File: config.mk
export PLATFORM = sky130hd
export DESIGN_NAME = chan1_regs
export DESIGN_NICKNAME = d
export VERILOG_FILES = /design/src/inc/chan1_regs_pkg.sv /design/src/hdl/masked_reg.sv /design/src/hdl/chan1_regs.sv
export SDC_FILE = /design/constraint.sdc
export NUM_CORES = 1
export LEC_CHECK = 0
export ABC_AREA = 1
export BUFFER_PORTS_ARGS = -buffer_cell sky130_fd_sc_hd__buf_2
export CORE_ASPECT_RATIO = 0.9
export CORE_UTILIZATION = 35
export CTS_CLUSTER_DIAMETER = 200
export CTS_CLUSTER_SIZE = 24
export DETAILED_ROUTE_END_ITERATION = 7
export PLACE_DENSITY = 0.56
export SETUP_SLACK_MARGIN = 0.3
export SLEW_MARGIN = 5
export SYNTH_ARGS = -nofsm -noshare
export SYNTH_HDL_FRONTEND = slang
export SYNTH_HIERARCHICAL = 1
export SYNTH_SLANG_ARGS = --single-unit
File: constraint.sdc
create_clock -name core_clk_i -period 1.6 [get_ports core_clk_i]
set_input_delay 0.32 -clock core_clk_i [delete_from_list [all_inputs] [get_ports core_clk_i]]
set_output_delay 0.32 -clock core_clk_i [all_outputs]
set_load 0.02 [all_outputs]
File: src/inc/chan1_regs_pkg.sv
// Operation
// - Setup bits 15:6 hold the ten-bit signed phase delay of channel 1 in modulator clock cycles.
// - Setup bit 2 set turns the DC filter off for channel 1 only, clear follows the global setting.
// - Setup bits 1:0 pick the channel 1 input: own pins, shorted, positive test or negative test.
// - The setup register at 0x0e resets to 0x0000.
// - The offset high register holds offset bits 23:8 across all sixteen bits.
// - The offset low register holds offset bits 7:0 in its bits 15:8.
// - The offset high register at 0x0f resets to 0x0000.
// - The gain high register holds gain bits 23:8 across all sixteen bits.
// - The gain high register at 0x11 resets to 0x8000.
// - The gain low register holds gain bits 7:0 in its bits 15:8 and resets to zero.
`default_nettype none
package chan1_regs_pkg;
	localparam int          ADDR_W           = 8;
	localparam int          DATA_W           = 16;
	localparam logic [7:0]  SETUP_ADDR       = 8'h0e;
	localparam logic [7:0]  OFFSET_HIGH_ADDR = 8'h0f;
	localparam logic [7:0]  OFFSET_LOW_ADDR  = 8'h10;
	localparam logic [7:0]  GAIN_HIGH_ADDR   = 8'h11;
	localparam logic [7:0]  GAIN_LOW_ADDR    = 8'h12;
	localparam logic [15:0] SETUP_RESET      = 16'h0000;
	localparam logic [15:0] OFFSET_HIGH_RESET = 16'h0000;
	localparam logic [15:0] OFFSET_LOW_RESET = 16'h0000;
	localparam logic [15:0] GAIN_HIGH_RESET  = 16'h8000;
	localparam logic [15:0] GAIN_LOW_RESET   = 16'h0000;
	localparam int          PHASE_LSB        = 6;
	localparam int          PHASE_MSB        = 15;
	localparam int          DC_OFF_BIT       = 2;
	localparam int          MUX_LSB          = 0;
	localparam int          MUX_MSB          = 1;
	localparam int          LOW_BYTE_LSB     = 8;
	localparam int          LOW_BYTE_MSB     = 15;
	localparam logic [15:0] SETUP_RW_MASK    = 16'hffc7;
	localparam logic [15:0] LOW_RW_MASK      = 16'hff00;

	typedef enum logic [1:0] {
		INPUT_PINS,
		INPUT_SHORTED,
		INPUT_TEST_POS,
		INPUT_TEST_NEG
	} input_select_t;

	typedef struct packed {
		logic [9:0]    phase_delay;
		logic          dc_filter_off;
		input_select_t input_select;
	} chan1_setup_t;

	typedef struct packed {
		logic [23:0] offset_cal;
		logic [23:0] gain_cal;
	} chan1_cal_t;
endpackage
`default_nettype wire

File: src/hdl/masked_reg.sv
`default_nettype none
module masked_reg #(
	parameter int          WIDTH    = 16,
	parameter logic [15:0] RESET_V  = 16'h0000,
	parameter logic [15:0] RW_MASK  = 16'hffff
) (
	input  wire logic             core_clk_i,
	input  wire logic             reset_i,
	input  wire logic             wr_en_i,
	input  wire logic [WIDTH-1:0] wr_data_i,
	output logic      [WIDTH-1:0] value_o
);
	// Masked bits load zero on every write, which matches the reset value of every reserved field
	always_ff @(posedge core_clk_i) begin
		if (reset_i) begin
			value_o <= RESET_V[WIDTH-1:0];
		end else if (wr_en_i) begin
			value_o <= wr_data_i & RW_MASK[WIDTH-1:0];
		end
	end
endmodule
`default_nettype wire

File: src/hdl/chan1_regs.sv
`default_nettype none
module chan1_regs (
	input  wire logic                               core_clk_i,
	input  wire logic                               reset_i,
	input  wire logic [chan1_regs_pkg::ADDR_W-1:0]  addr_i,
	input  wire logic [chan1_regs_pkg::DATA_W-1:0]  wr_data_i,
	input  wire logic                               wr_i,
	input  wire logic                               rd_i,
	output logic      [chan1_regs_pkg::DATA_W-1:0]  rd_data_o,
	output chan1_regs_pkg::chan1_setup_t            setup_o,
	output chan1_regs_pkg::chan1_cal_t              cal_o
);
	import chan1_regs_pkg::*;

	logic [15:0] setup_r;
	logic [15:0] offset_high_r;
	logic [15:0] offset_low_r;
	logic [15:0] gain_high_r;
	logic [15:0] gain_low_r;
	logic [15:0] rd_nxt;

	masked_reg #(.WIDTH(16), .RESET_V(SETUP_RESET), .RW_MASK(SETUP_RW_MASK)) u_setup (
		.core_clk_i (core_clk_i),
		.reset_i    (reset_i),
		.wr_en_i    (wr_i && addr_i == SETUP_ADDR),
		.wr_data_i  (wr_data_i),
		.value_o    (setup_r)
	);
	masked_reg #(.WIDTH(16), .RESET_V(OFFSET_HIGH_RESET), .RW_MASK(16'hffff)) u_offset_high (
		.core_clk_i (core_clk_i),
		.reset_i    (reset_i),
		.wr_en_i    (wr_i && addr_i == OFFSET_HIGH_ADDR),
		.wr_data_i  (wr_data_i),
		.value_o    (offset_high_r)
	);
	masked_reg #(.WIDTH(16), .RESET_V(OFFSET_LOW_RESET), .RW_MASK(LOW_RW_MASK)) u_offset_low (
		.core_clk_i (core_clk_i),
		.reset_i    (reset_i),
		.wr_en_i    (wr_i && addr_i == OFFSET_LOW_ADDR),
		.wr_data_i  (wr_data_i),
		.value_o    (offset_low_r)
	);
	masked_reg #(.WIDTH(16), .RESET_V(GAIN_HIGH_RESET), .RW_MASK(16'hffff)) u_gain_high (
		.core_clk_i (core_clk_i),
		.reset_i    (reset_i),
		.wr_en_i    (wr_i && addr_i == GAIN_HIGH_ADDR),
		.wr_data_i  (wr_data_i),
		.value_o    (gain_high_r)
	);
	masked_reg #(.WIDTH(16), .RESET_V(GAIN_LOW_RESET), .RW_MASK(LOW_RW_MASK)) u_gain_low (
		.core_clk_i (core_clk_i),
		.reset_i    (reset_i),
		.wr_en_i    (wr_i && addr_i == GAIN_LOW_ADDR),
		.wr_data_i  (wr_data_i),
		.value_o    (gain_low_r)
	);

	// Unmapped addresses read as zero
	always_comb begin
		if (addr_i == SETUP_ADDR) begin
			rd_nxt = setup_r;
		end else if (addr_i == OFFSET_HIGH_ADDR) begin
			rd_nxt = offset_high_r;
		end else if (addr_i == OFFSET_LOW_ADDR) begin
			rd_nxt = offset_low_r;
		end else if (addr_i == GAIN_HIGH_ADDR) begin
			rd_nxt = gain_high_r;
		end else if (addr_i == GAIN_LOW_ADDR) begin
			rd_nxt = gain_low_r;
		end else begin
			rd_nxt = 16'h0000;
		end
	end

	// Read data stands only in the cycle after the strobe
	always_ff @(posedge core_clk_i) begin
		if (reset_i || !rd_i) begin
			rd_data_o <= 16'h0000;
		end else begin
			rd_data_o <= rd_nxt;
		end
	end

	// Outputs registered so the datapath sees a new value one cycle after the register updates
	always_ff @(posedge core_clk_i) begin
		if (reset_i) begin
			setup_o <= '0;
		end else begin
			setup_o.phase_delay   <= setup_r[PHASE_MSB:PHASE_LSB];
			setup_o.dc_filter_off <= setup_r[DC_OFF_BIT];
			setup_o.input_select  <= input_select_t'(setup_r[MUX_MSB:MUX_LSB]);
		end
	end

	always_ff @(posedge core_clk_i) begin
		if (reset_i) begin
			cal_o <= {OFFSET_HIGH_RESET, OFFSET_LOW_RESET[LOW_BYTE_MSB:LOW_BYTE_LSB],
				GAIN_HIGH_RESET, GAIN_LOW_RESET[LOW_BYTE_MSB:LOW_BYTE_LSB]};
		end else begin
			cal_o.offset_cal <= {offset_high_r, offset_low_r[LOW_BYTE_MSB:LOW_BYTE_LSB]};
			cal_o.gain_cal   <= {gain_high_r, gain_low_r[LOW_BYTE_MSB:LOW_BYTE_LSB]};
		end
	end

	property write_reads_back(logic [7:0] a, logic [15:0] m);
		@(posedge core_clk_i) disable iff (reset_i)
		(wr_i && addr_i == a) ##1 (rd_i && addr_i == a && !wr_i) |=> rd_data_o == ($past(wr_data_i, 2) & m);
	endproperty

	setup_readback_a: assert property (write_reads_back(SETUP_ADDR, SETUP_RW_MASK))
		else $error("setup read back wrong");
	offset_high_readback_a: assert property (write_reads_back(OFFSET_HIGH_ADDR, 16'hffff))
		else $error("offset high read back wrong");
	offset_low_readback_a: assert property (write_reads_back(OFFSET_LOW_ADDR, LOW_RW_MASK))
		else $error("offset low read back wrong");
	gain_low_readback_a: assert property (write_reads_back(GAIN_LOW_ADDR, LOW_RW_MASK))
		else $error("gain low read back wrong");
	gain_reset_a: assert property (@(posedge core_clk_i) $fell(reset_i) |-> ##1 cal_o.gain_cal == 24'h800000)
		else $error("gain reset value wrong");
	offset_reset_a: assert property (@(posedge core_clk_i) $fell(reset_i) |-> cal_o.offset_cal == 24'h000000)
		else $error("offset reset value wrong");
	setup_reset_a: assert property (@(posedge core_clk_i) $fell(reset_i) |-> setup_o == '0)
		else $error("setup reset value wrong");
	phase_field_a: assert property (@(posedge core_clk_i) disable iff (reset_i)
		(wr_i && addr_i == SETUP_ADDR) |-> ##2 setup_o.phase_delay == $past(wr_data_i[15:6], 2))
		else $error("phase field wrong");
	dc_field_a: assert property (@(posedge core_clk_i) disable iff (reset_i)
		(wr_i && addr_i == SETUP_ADDR) |-> ##2 setup_o.dc_filter_off == $past(wr_data_i[2], 2))
		else $error("dc filter field wrong");
	mux_field_a: assert property (@(posedge core_clk_i) disable iff (reset_i)
		(wr_i && addr_i == SETUP_ADDR) |-> ##2 setup_o.input_select == $past(wr_data_i[1:0], 2))
		else $error("input select wrong");
	gain_word_a: assert property (@(posedge core_clk_i) disable iff (reset_i)
		(wr_i && addr_i == GAIN_HIGH_ADDR) |-> ##2 cal_o.gain_cal[23:8] == $past(wr_data_i, 2))
		else $error("gain high word wrong");
	idle_read_zero_a: assert property (@(posedge core_clk_i) disable iff (reset_i) !rd_i |=> rd_data_o == 16'h0000)
		else $error("read data outside read slot");

	setup_write_c: cover property (@(posedge core_clk_i) wr_i && addr_i == SETUP_ADDR && wr_data_i[2]);
	gain_write_c: cover property (@(posedge core_clk_i) wr_i && addr_i == GAIN_LOW_ADDR ##1 rd_i);
	unmapped_read_c: cover property (@(posedge core_clk_i) rd_i && addr_i == 8'h00);
endmodule
`default_nettype wire

==> impl_metrics.yaml, run 1 <==
critical_path:
  critical-path-top-delay-family: "flip-flops"
  crit_path_end_kind: "output port"
  worst-path-max-fanout: 1
  slowest_delay_ps: 360
  critical_path_arrival_ps: 940
  required_ps: 1280
  crit_chain: "buf_4"
  crit_path_start_kind: "flip-flop"
  crit_buf_inv: 1
  cp_slowest_cell: "dfxtp_1"
  critPathKind: "flip-flop to output port"
floorplan:
  fp.dieW_um: 137.2
  start_util_pct: 35.69
  rows: 44
  die_h_um: 123.7
  pin_count: 105
  die_area_um2: 16970
  coreArea_um2: 16130
pwr:
  pwr-share-seq_pct: 43.4
  power.switching_mw: 1.714
  p_sw_share_pct: 21.59
  peakVddDrop_v: 0.0007462
  power_frac_comb_pct: 4.4
  powerDensity_nw_per_um2: 1113
  total_power_mw: 7.939
  p_leak_nw: 3.507
  intPower_mw: 6.225
  clockPowerShare_pct: 52.2
clock_tree:
  cts_tree: "built"
  htreeDepth: 4
  cts_setup_buffers: 0
  numCtsBuffers: 17
  cts_sinks: 138
  clockBufferDepth: 2
  cts-root-buf: "clkbuf_16"
  clock_latency_ps: 420
  path_clk_slew_ps: 60
logic_synthesis:
  ys_top_cells_by_area: "dfxtp_1 (48%), nor2_1 (14%), nand2_1 (9.2%)"
  syn_area_um2: 5757
  avgSynthCellArea_um2: 7.142
  ys_seq_area_share_pct: 47.99
  synth_area_leader_cell: "dfxtp_1"
  synth_edf_count: 0
  synthArstFlopShare_pct: 0
  yosys.area.top_type_share_pct: 47.99
  synth-seq-cells: 138
  synthTopCellsByCount: "nor2_1 (210), nand2_1 (141), dfxtp_1 (138)"
  yosys_warnings: 6
  yosysMostFrequentCell: "nor2_1"
  ys.flop_type: "dfxtp_1"
  synthesis.instances: 806
  synth_cell_types: 22
route:
  viasPerCell: 4.189
  drt_iter0_drc: 292
  wl_per_cell_um: 12.29
  met3_length_um: 703
  drtAntennaViolNets: 0
  vias: 4750
  route.met2.wl_um: 5998
  firstDrtPassIters: 5
  met1_length_um: 7100
  top_layer: "met4"
  drc_errors: 0
  wirelength_um: 13940
run_status:
  outcome: "finished, final reports clean"
cells_and_area:
  diodes: 0
  drive_gt1_share_pct: 21.57
  layout-area-overhead-vs-synth_pct: 23.91
  nets: 942
  utilization_pct: 44.22
  final_cell_area_um2: 7133
timing:
  slew_violations: 0
  setup-violations-final: 0
  fmaxAchievable_mhz: 794.7
  finalClockSkew_ps: 9.078
  slew_headroom_pct: 65.09
  period_share_pct: 78.64
  fin_tns_setup_ps: 0
  period_minus_slack_ps: 1258
  hold_viol_final: 0
  tightestPinTransition_ps: 523.1
  rsz0062_at_grt: "no"
  fin_hold_ws_ps: 235.6
global_routing:
  grt_max_degree: 33
  grt_pass1_wl_um: 22890
  grt_util_all_layers_pct: 18.10
  overflow: 0
  grt_pass1_vias: 4473
  antenna_found_initial: 0
placement:
  gp_congestion: 0.7717
  post-dp-hpwl_um: 9883
  io_buffers: 104
  placed_area_um2: 6504
flow_run:
  cap_violations: 0
hold_path:
  hold_class: "primary input to flip-flop"
[worst min-delay path: cells and delay by family]
family / cells / cell delay [ps]
buffers and inverters: 1 / 160
AND/OR/NAND/NOR: 2 / 140
[sequential cells by signal, summed over array words and instances, names as in the netlist]
| signal | count |
|---|---|
| u_setup/value_o | 13 |
| u_offset_high/value_o | 16 |
| setup_o | 13 |
| cal_o | 48 |
| u_gain_low/value_o | 8 |
| u_gain_high/value_o | 16 |
| u_offset_low/value_o | 8 |
| rd_data_o | 16 |
[routing by layer]
metal  GRT usage (%)  vias to the layer above
met4           6.799                        0
met1           24.85                     2067
met2           27.24                      122
li1                -                     2550
met3           4.558                       11
met5               0                        -
[power by group through the flow]
stage	logic [mW]	registers [mW]	clock network, mW
2_1_floorplan	0.251	3.52	0
3_3_place_gp	0.346	3.52	0
3_5_place_dp	0.348	3.52	0
4_1_cts	0.350	3.45	4.23
5_1_grt	0.391	3.44	4.40
6_report	0.346	3.45	4.15
[area by class of cell]
| class | instances | area [µm²] |
|---|---|---|
| inverter | 135 | 559.3 |
| sequential | 138 | 2763 |
| fill | 1676 | 8997 |
| clock inverter | 13 | 173.9 |
| clock buffer | 19 | 452.9 |
| multi-input combinational | 493 | 2152 |
| timing repair buffer | 129 | 773.2 |
| tap | 207 | 259.0 |
[cell usage in the layout, fill, tap and decap left out, drive strengths merged]
cell | Yosys | layout
clkinv | 0 | 7
clkinvlp | 0 | 2
nand2 | 150 | 150
or2 | 2 | 2
bufinv | 0 | 4
buf | 55 | 129
inv | 135 | 135
nand3 | 81 | 81
o21ai | 16 | 16
conb | 3 | 19
nor3 | 1 | 1
clkbuf | 1 | 19
nor2 | 224 | 224
dfxtp | 138 | 138
[kinds of logic after synthesis]
group,count (synthesis),synth area share [%]
simple gates,458,33.73
flops,138,47.99
other cells,3,0.1956
buf+inv,191,16.56
compound gates,16,1.522
[per-stage QoR]
stage / worst slack [ps] / instances
floorplan: 83.42 / 822
global placement: 66.10 / 1102
detailed placement: 53.28 / 1102
CTS: 307.4 / 1134
global route: 306.3 / 1134
finish: 341.7 / 1134
[final timing paths]
check / startpoint / to / slack (ps) / cells after the start
max: rd_data_o[14] / rd_data_o[14] / 340 / 1
min: wr_data_i[15] / u_gain_high/value_o[15] / 240 / 3
max reg2reg: u_offset_low/value_o[15] / rd_data_o[15] / 690 / 4
min reg2reg: u_setup/value_o[8] / setup_o[5] / 440 / 2
[what timing repair did]
item,in CTS,in global routing
hold buffers,0,0
resized for setup,0,1
endpoints found under the setup margin,0,1
No activity file was read; power rests on OpenSTA's default activity.
==> inputs of run 2 (changes only) <==
==> constraint.sdc (replaced) <==
create_clock -name core_clk_i -period 1 [get_ports core_clk_i]
set_input_delay 0.2 -clock core_clk_i [delete_from_list [all_inputs] [get_ports core_clk_i]]
set_output_delay 0.2 -clock core_clk_i [all_outputs]
set_load 0.02 [all_outputs]
==> impl_metrics.yaml, run 2 (synthesis results as in run 1) <==
run_status:
  outcome: "finished with violations"
  failed_checks: "negative setup slack"
route:
  drtAntennaViolNets: 0
  wirelength_um: 16930
  firstDrtPassIters: 5
  wl_per_cell_um: 14.41
  drt_iter0_drc: 341
  drc_errors: 0
  vias: 5280
  viasPerCell: 4.494
cells_and_area:
  mostFrequentLayoutCells: "nor2_1 (179), inv_1 (128), buf_6 (102)"
  drive_gt1_share_pct: 51.03
  seq_area_um2: 2863
  final_cell_area_um2: 9203
  nets: 984
  largest_reg_flops: 48
  multi_input_area_um2: 2927
  fillers: 1459
  mostFrequentLayoutCell: "nor2_1"
  layout-area-overhead-vs-synth_pct: 59.86
  diodes: 0
  stdcell_count: 1175
  top_register: "cal_o"
floorplan:
  die_area_um2: 16970
  die_h_um: 123.7
  fp.dieW_um: 137.2
  start_util_pct: 35.69
  pin_count: 105
  rows: 44
  coreArea_um2: 16130
critical_path:
  crit_path_start_kind: "flip-flop"
  critical_path_arrival_ps: 900
  crit_chain: "buf_6"
  worst-path-max-fanout: 1
  ff2ff_path_depth: 4
  crit_buf_inv: 1
  required_ps: 800
  critical-path-top-delay-family: "flip-flops"
  crit_path_end_kind: "output port"
  cp_slowest_cell: "dfxtp_2"
  path_depth: 1
  slowest_delay_ps: 350
  critPathKind: "flip-flop to output port"
pwr:
  peakVddDrop_v: 0.001273
  powerDensity_nw_per_um2: 1400
  p_leak_nw: 4.231
global_routing:
  overflow: 0
  grt_pass1_vias: 4870
  grt_pass1_wl_um: 25500
  grt_util_all_layers_pct: 20.32
  grt_max_degree: 25
  antenna_found_initial: 0
timing:
  finalClockSkew_ps: 7.735
  rsz0062_at_grt: "yes"
  period_minus_slack_ps: 1100
  fmaxAchievable_mhz: 908.8
  tightestPinTransition_ps: 579.0
  setup-violations-final: 110
  period_share_pct: 110.0
  fin_tns_setup_ps: -6264
  hold_viol_final: 0
  slew_violations: 0
  slew_headroom_pct: 61.36
  worst_slack_ps: -100.4
clock_tree:
  cts_hold_buf: 0
  cts_sinks: 138
  path_clk_slew_ps: 60
  clockBufferDepth: 2
  clock_latency_ps: 430
  numCtsBuffers: 17
  cts-root-buf: "clkbuf_16"
  htreeDepth: 4
  cts_tree: "built"
hold_path:
  min_path_cells: 3
  hold_class: "primary input to flip-flop"
placement:
  gp_congestion: 0.8318
  placed_area_um2: 6604
  io_buffers: 104
  post-dp-hpwl_um: 10080
  dp.cells: 1114
  place_ws_ps: -407.3
flow_run:
  cap_violations: 0
run 2: layout make-up:
class	count	share of cell area, %
Tap cell	207	2.814
Sequential cell	138	31.11
Clock inverter	12	1.903
Multi-Input combinational cell	493	31.80
Clock buffer	19	4.704
Timing Repair Buffer	171	21.62
Inverter	135	6.050
run 2: routing by layer:
metal | vias up | GRT usage (%) | share of wire, %
met4 | 0 | 8.173 | 2.1
met1 | 2472 | 27.27 | 46
li1 | 2630 | - | -
met3 | 27 | 4.436 | 5.6
met5 | - | 0 | 0
met2 | 151 | 31.63 | 46
run 2: what timing repair did:
action,in CTS,in global routing
endpoints found under the setup margin,154,156
gates resized for setup,411,101
hold endpoints to repair,0,0
setup buffers,13,4
pin swaps,109,58
gates cloned,9,4
run 2: worst paths after layout:
kind / from / to / slack, ps
hold reg to reg: u_offset_low/value_o[14] / cal_o[30] / 430
setup reg to reg: u_gain_high/value_o[12] / rd_data_o[12] / 170
setup / recovery: rd_data_o[12] / rd_data_o[12] / -100
hold / removal: wr_data_i[15] / u_gain_high/value_o[15] / 110
run 2: power by group:
part | switching [mW] | internal [mW] | leakage, nW | total [mW]
clock | 2.43 | 4.15 | 0.289 | 6.58
sequential | 0.00805 | 5.51 | 1.15 | 5.51
combinational | 0.498 | 0.296 | 2.79 | 0.794
run 2: through the flow:
step	utilization, %	hold WS [ps]	power, mW
2_1_floorplan	-	326.3	6.054
3_3_place_gp	40.94	436.2	6.231
3_5_place_dp	40.94	434.2	6.232
4_1_cts	53.82	87.70	12.89
5_1_grt	57.05	97.24	13.25
6_report	57.05	105.6	12.89
==> inputs of run 3 (changes only) <==
--- a/config.mk
+++ b/config.mk
@@ -12,7 +12,7 @@
 export CTS_CLUSTER_DIAMETER = 200
 export CTS_CLUSTER_SIZE = 24
 export DETAILED_ROUTE_END_ITERATION = 7
-export PLACE_DENSITY = 0.56
+export PLACE_DENSITY_LB_ADDON = 0.1
 export SETUP_SLACK_MARGIN = 0.3
 export SLEW_MARGIN = 5
 export SYNTH_ARGS = -nofsm -noshare
==> impl_metrics.yaml, run 3 (synthesis results as in run 1) <==
cells_and_area:
  diodes: 0
  drive_gt1_share_pct: 48.42
  utilization_pct: 58.04
  top_register: "cal_o"
  nets: 997
  layout-area-overhead-vs-synth_pct: 62.64
  mostFrequentLayoutCells: "nor2_1 (171), inv_1 (127), buf_6 (100)"
  fillers: 1458
  mostFrequentLayoutCell: "nor2_1"
  largest_reg_flops: 48
clock_tree:
  clockBufferDepth: 2
  cts_tree: "built"
  cts-root-buf: "clkbuf_16"
  numCtsBuffers: 17
  clock_latency_ps: 430
  path_clk_slew_ps: 60
  htreeDepth: 4
  cts_sinks: 138
floorplan:
  start_util_pct: 35.69
  rows: 44
  die_h_um: 123.7
  pin_count: 105
  coreArea_um2: 16130
  die_area_um2: 16970
  fp.dieW_um: 137.2
run_status:
  failed_checks: "negative setup slack"
  outcome: "finished with violations"
pwr:
  p_sw_share_pct: 21.46
  powerDensity_nw_per_um2: 1438
  p_leak_nw: 4.338
  peakVddDrop_v: 0.001167
  intPower_mw: 10.57
  power_frac_comb_pct: 5.9
  pwr-share-seq_pct: 41.0
  clockPowerShare_pct: 53.1
  power.switching_mw: 2.889
placement:
  post-dp-hpwl_um: 10400
  gp_congestion: 0.7486
  io_buffers: 104
critical_path:
  required_ps: 800
  ff2ff_path_depth: 4
  critPathKind: "flip-flop to output port"
  r2r-start: "u_gain_high/value_o[2]"
  slowest_delay_ps: 320
  crit_path_end_kind: "output port"
  cp_slowest_cell: "dfxtp_2"
  crit_buf_inv: 1
  crit_path_start_kind: "flip-flop"
  worst-path-max-fanout: 1
  critical-path-top-delay-family: "flip-flops"
  r2r-end: "rd_data_o[2]"
  critical_path_arrival_ps: 870
  crit_chain: "buf_6"
  rrSetupSlack_ps: 140
timing:
  hold_viol_final: 0
  finalClockSkew_ps: 7.738
  slew_violations: 0
  period_minus_slack_ps: 1067
  worst_slack_ps: -67.27
  fmaxAchievable_mhz: 937.0
  setup-violations-final: 105
  period_share_pct: 106.7
  rsz0062_at_grt: "yes"
  fin_hold_ws_ps: 101.3
global_routing:
  grt_util_all_layers_pct: 20.76
  overflow: 0
  top_usage_layer: "met2"
  grt_max_degree: 27
  grt_pass1_wl_um: 25920
  grt_pass1_vias: 4722
  antenna_found_initial: 0
  grtUsageMet3_pct: 4.965
  met2_usage_pct: 30.68
  use_met1_pct: 29.12
route:
  wl_per_cell_um: 13.71
  viasPerCell: 4.306
  drt_iter0_drc: 261
  firstDrtPassIters: 7
  wirelength_um: 16290
  vias: 5115
  drtAntennaViolNets: 0
  drc_errors: 0
hold_path:
  min_to: "u_gain_high/value_o[3]"
  hold_start: "wr_data_i[3]"
  hold_class: "primary input to flip-flop"
  min_path_cells: 5
flow_run:
  cap_violations: 0
==> run 3: cell count changes in the layout (fill, tap and decap cells not counted), sizes merged <==
cell      delta
clkbuf       -2
clkinvlp     -2
bufinv       +2
inv          +1
clkinv       -2
buf         +16
==> run 3: final cells by class <==
cell class / count / area (µm²) / share of cell area (%)
Tap cell: 207 / 259.0 / 2.766
Timing Repair Buffer: 184 / 2115 / 22.58
Multi-Input combinational cell: 493 / 2898 / 30.95
Clock inverter: 11 / 216.5 / 2.312
Inverter: 135 / 563.0 / 6.014
Clock buffer: 20 / 446.7 / 4.771
Sequential cell: 138 / 2865 / 30.60
==> run 3: stage by stage <==
stage | TNS (ps) | setup slack [ps] | std cells | cell area, µm² | power, mW
after floorplan | -20180 | -396.0 | 822 | 5964 | 6.054
after global placement | -31620 | -461.6 | 1117 | 6639 | 6.240
after detailed placement | -32310 | -468.0 | 1117 | 6639 | 6.237
after CTS | -5692 | -84.83 | 1186 | 9159 | 13.55
after global routing | -8892 | -105.9 | 1188 | 9363 | 13.93
final | -4995 | -67.27 | 1188 | 9363 | 13.46
==> run 3: what timing repair did <==
action | 4_1_cts | 5_1_grt
resized for setup | 439 | 48
hold buffers | 0 | 0
pin swaps | 129 | 21
endpoints found under the setup margin | 154 | 157
cloned | 12 | 0
setup buffers | 26 | 2
==> run 3: how the worst max path moves through the flow <==
stage / start / to / slack, ps / cells past startpoint
global placement: addr_i[0] / u_gain_high/value_o[4] / -460 / 9
global route: addr_i[5] / u_setup/value_o[0] / -110 / 10
detailed placement: addr_i[0] / u_gain_high/value_o[4] / -470 / 9
finish: cal_o[25] / cal_o[25] / -70 / 1
floorplan: addr_i[5] / u_setup/value_o[10] / -400 / 10
CTS: cal_o[30] / cal_o[30] / -80 / 1
==> run 3: power groups by stage <==
stage	Sequential, mW	Clock, mW	Combinational [mW]
2_1_floorplan	5.64	0	0.416
3_3_place_gp	5.63	0	0.605
3_5_place_dp	5.63	0	0.603
4_1_cts	5.51	7.26	0.770
5_1_grt	5.51	7.56	0.867
6_report	5.52	7.15	0.799
==> run 3: metal layers <==
layer	vias up	share of wire, %
li1	2673	-
met1	2306	48
met2	119	45
met3	17	5.3
met4	0	1.4
met5	-	0
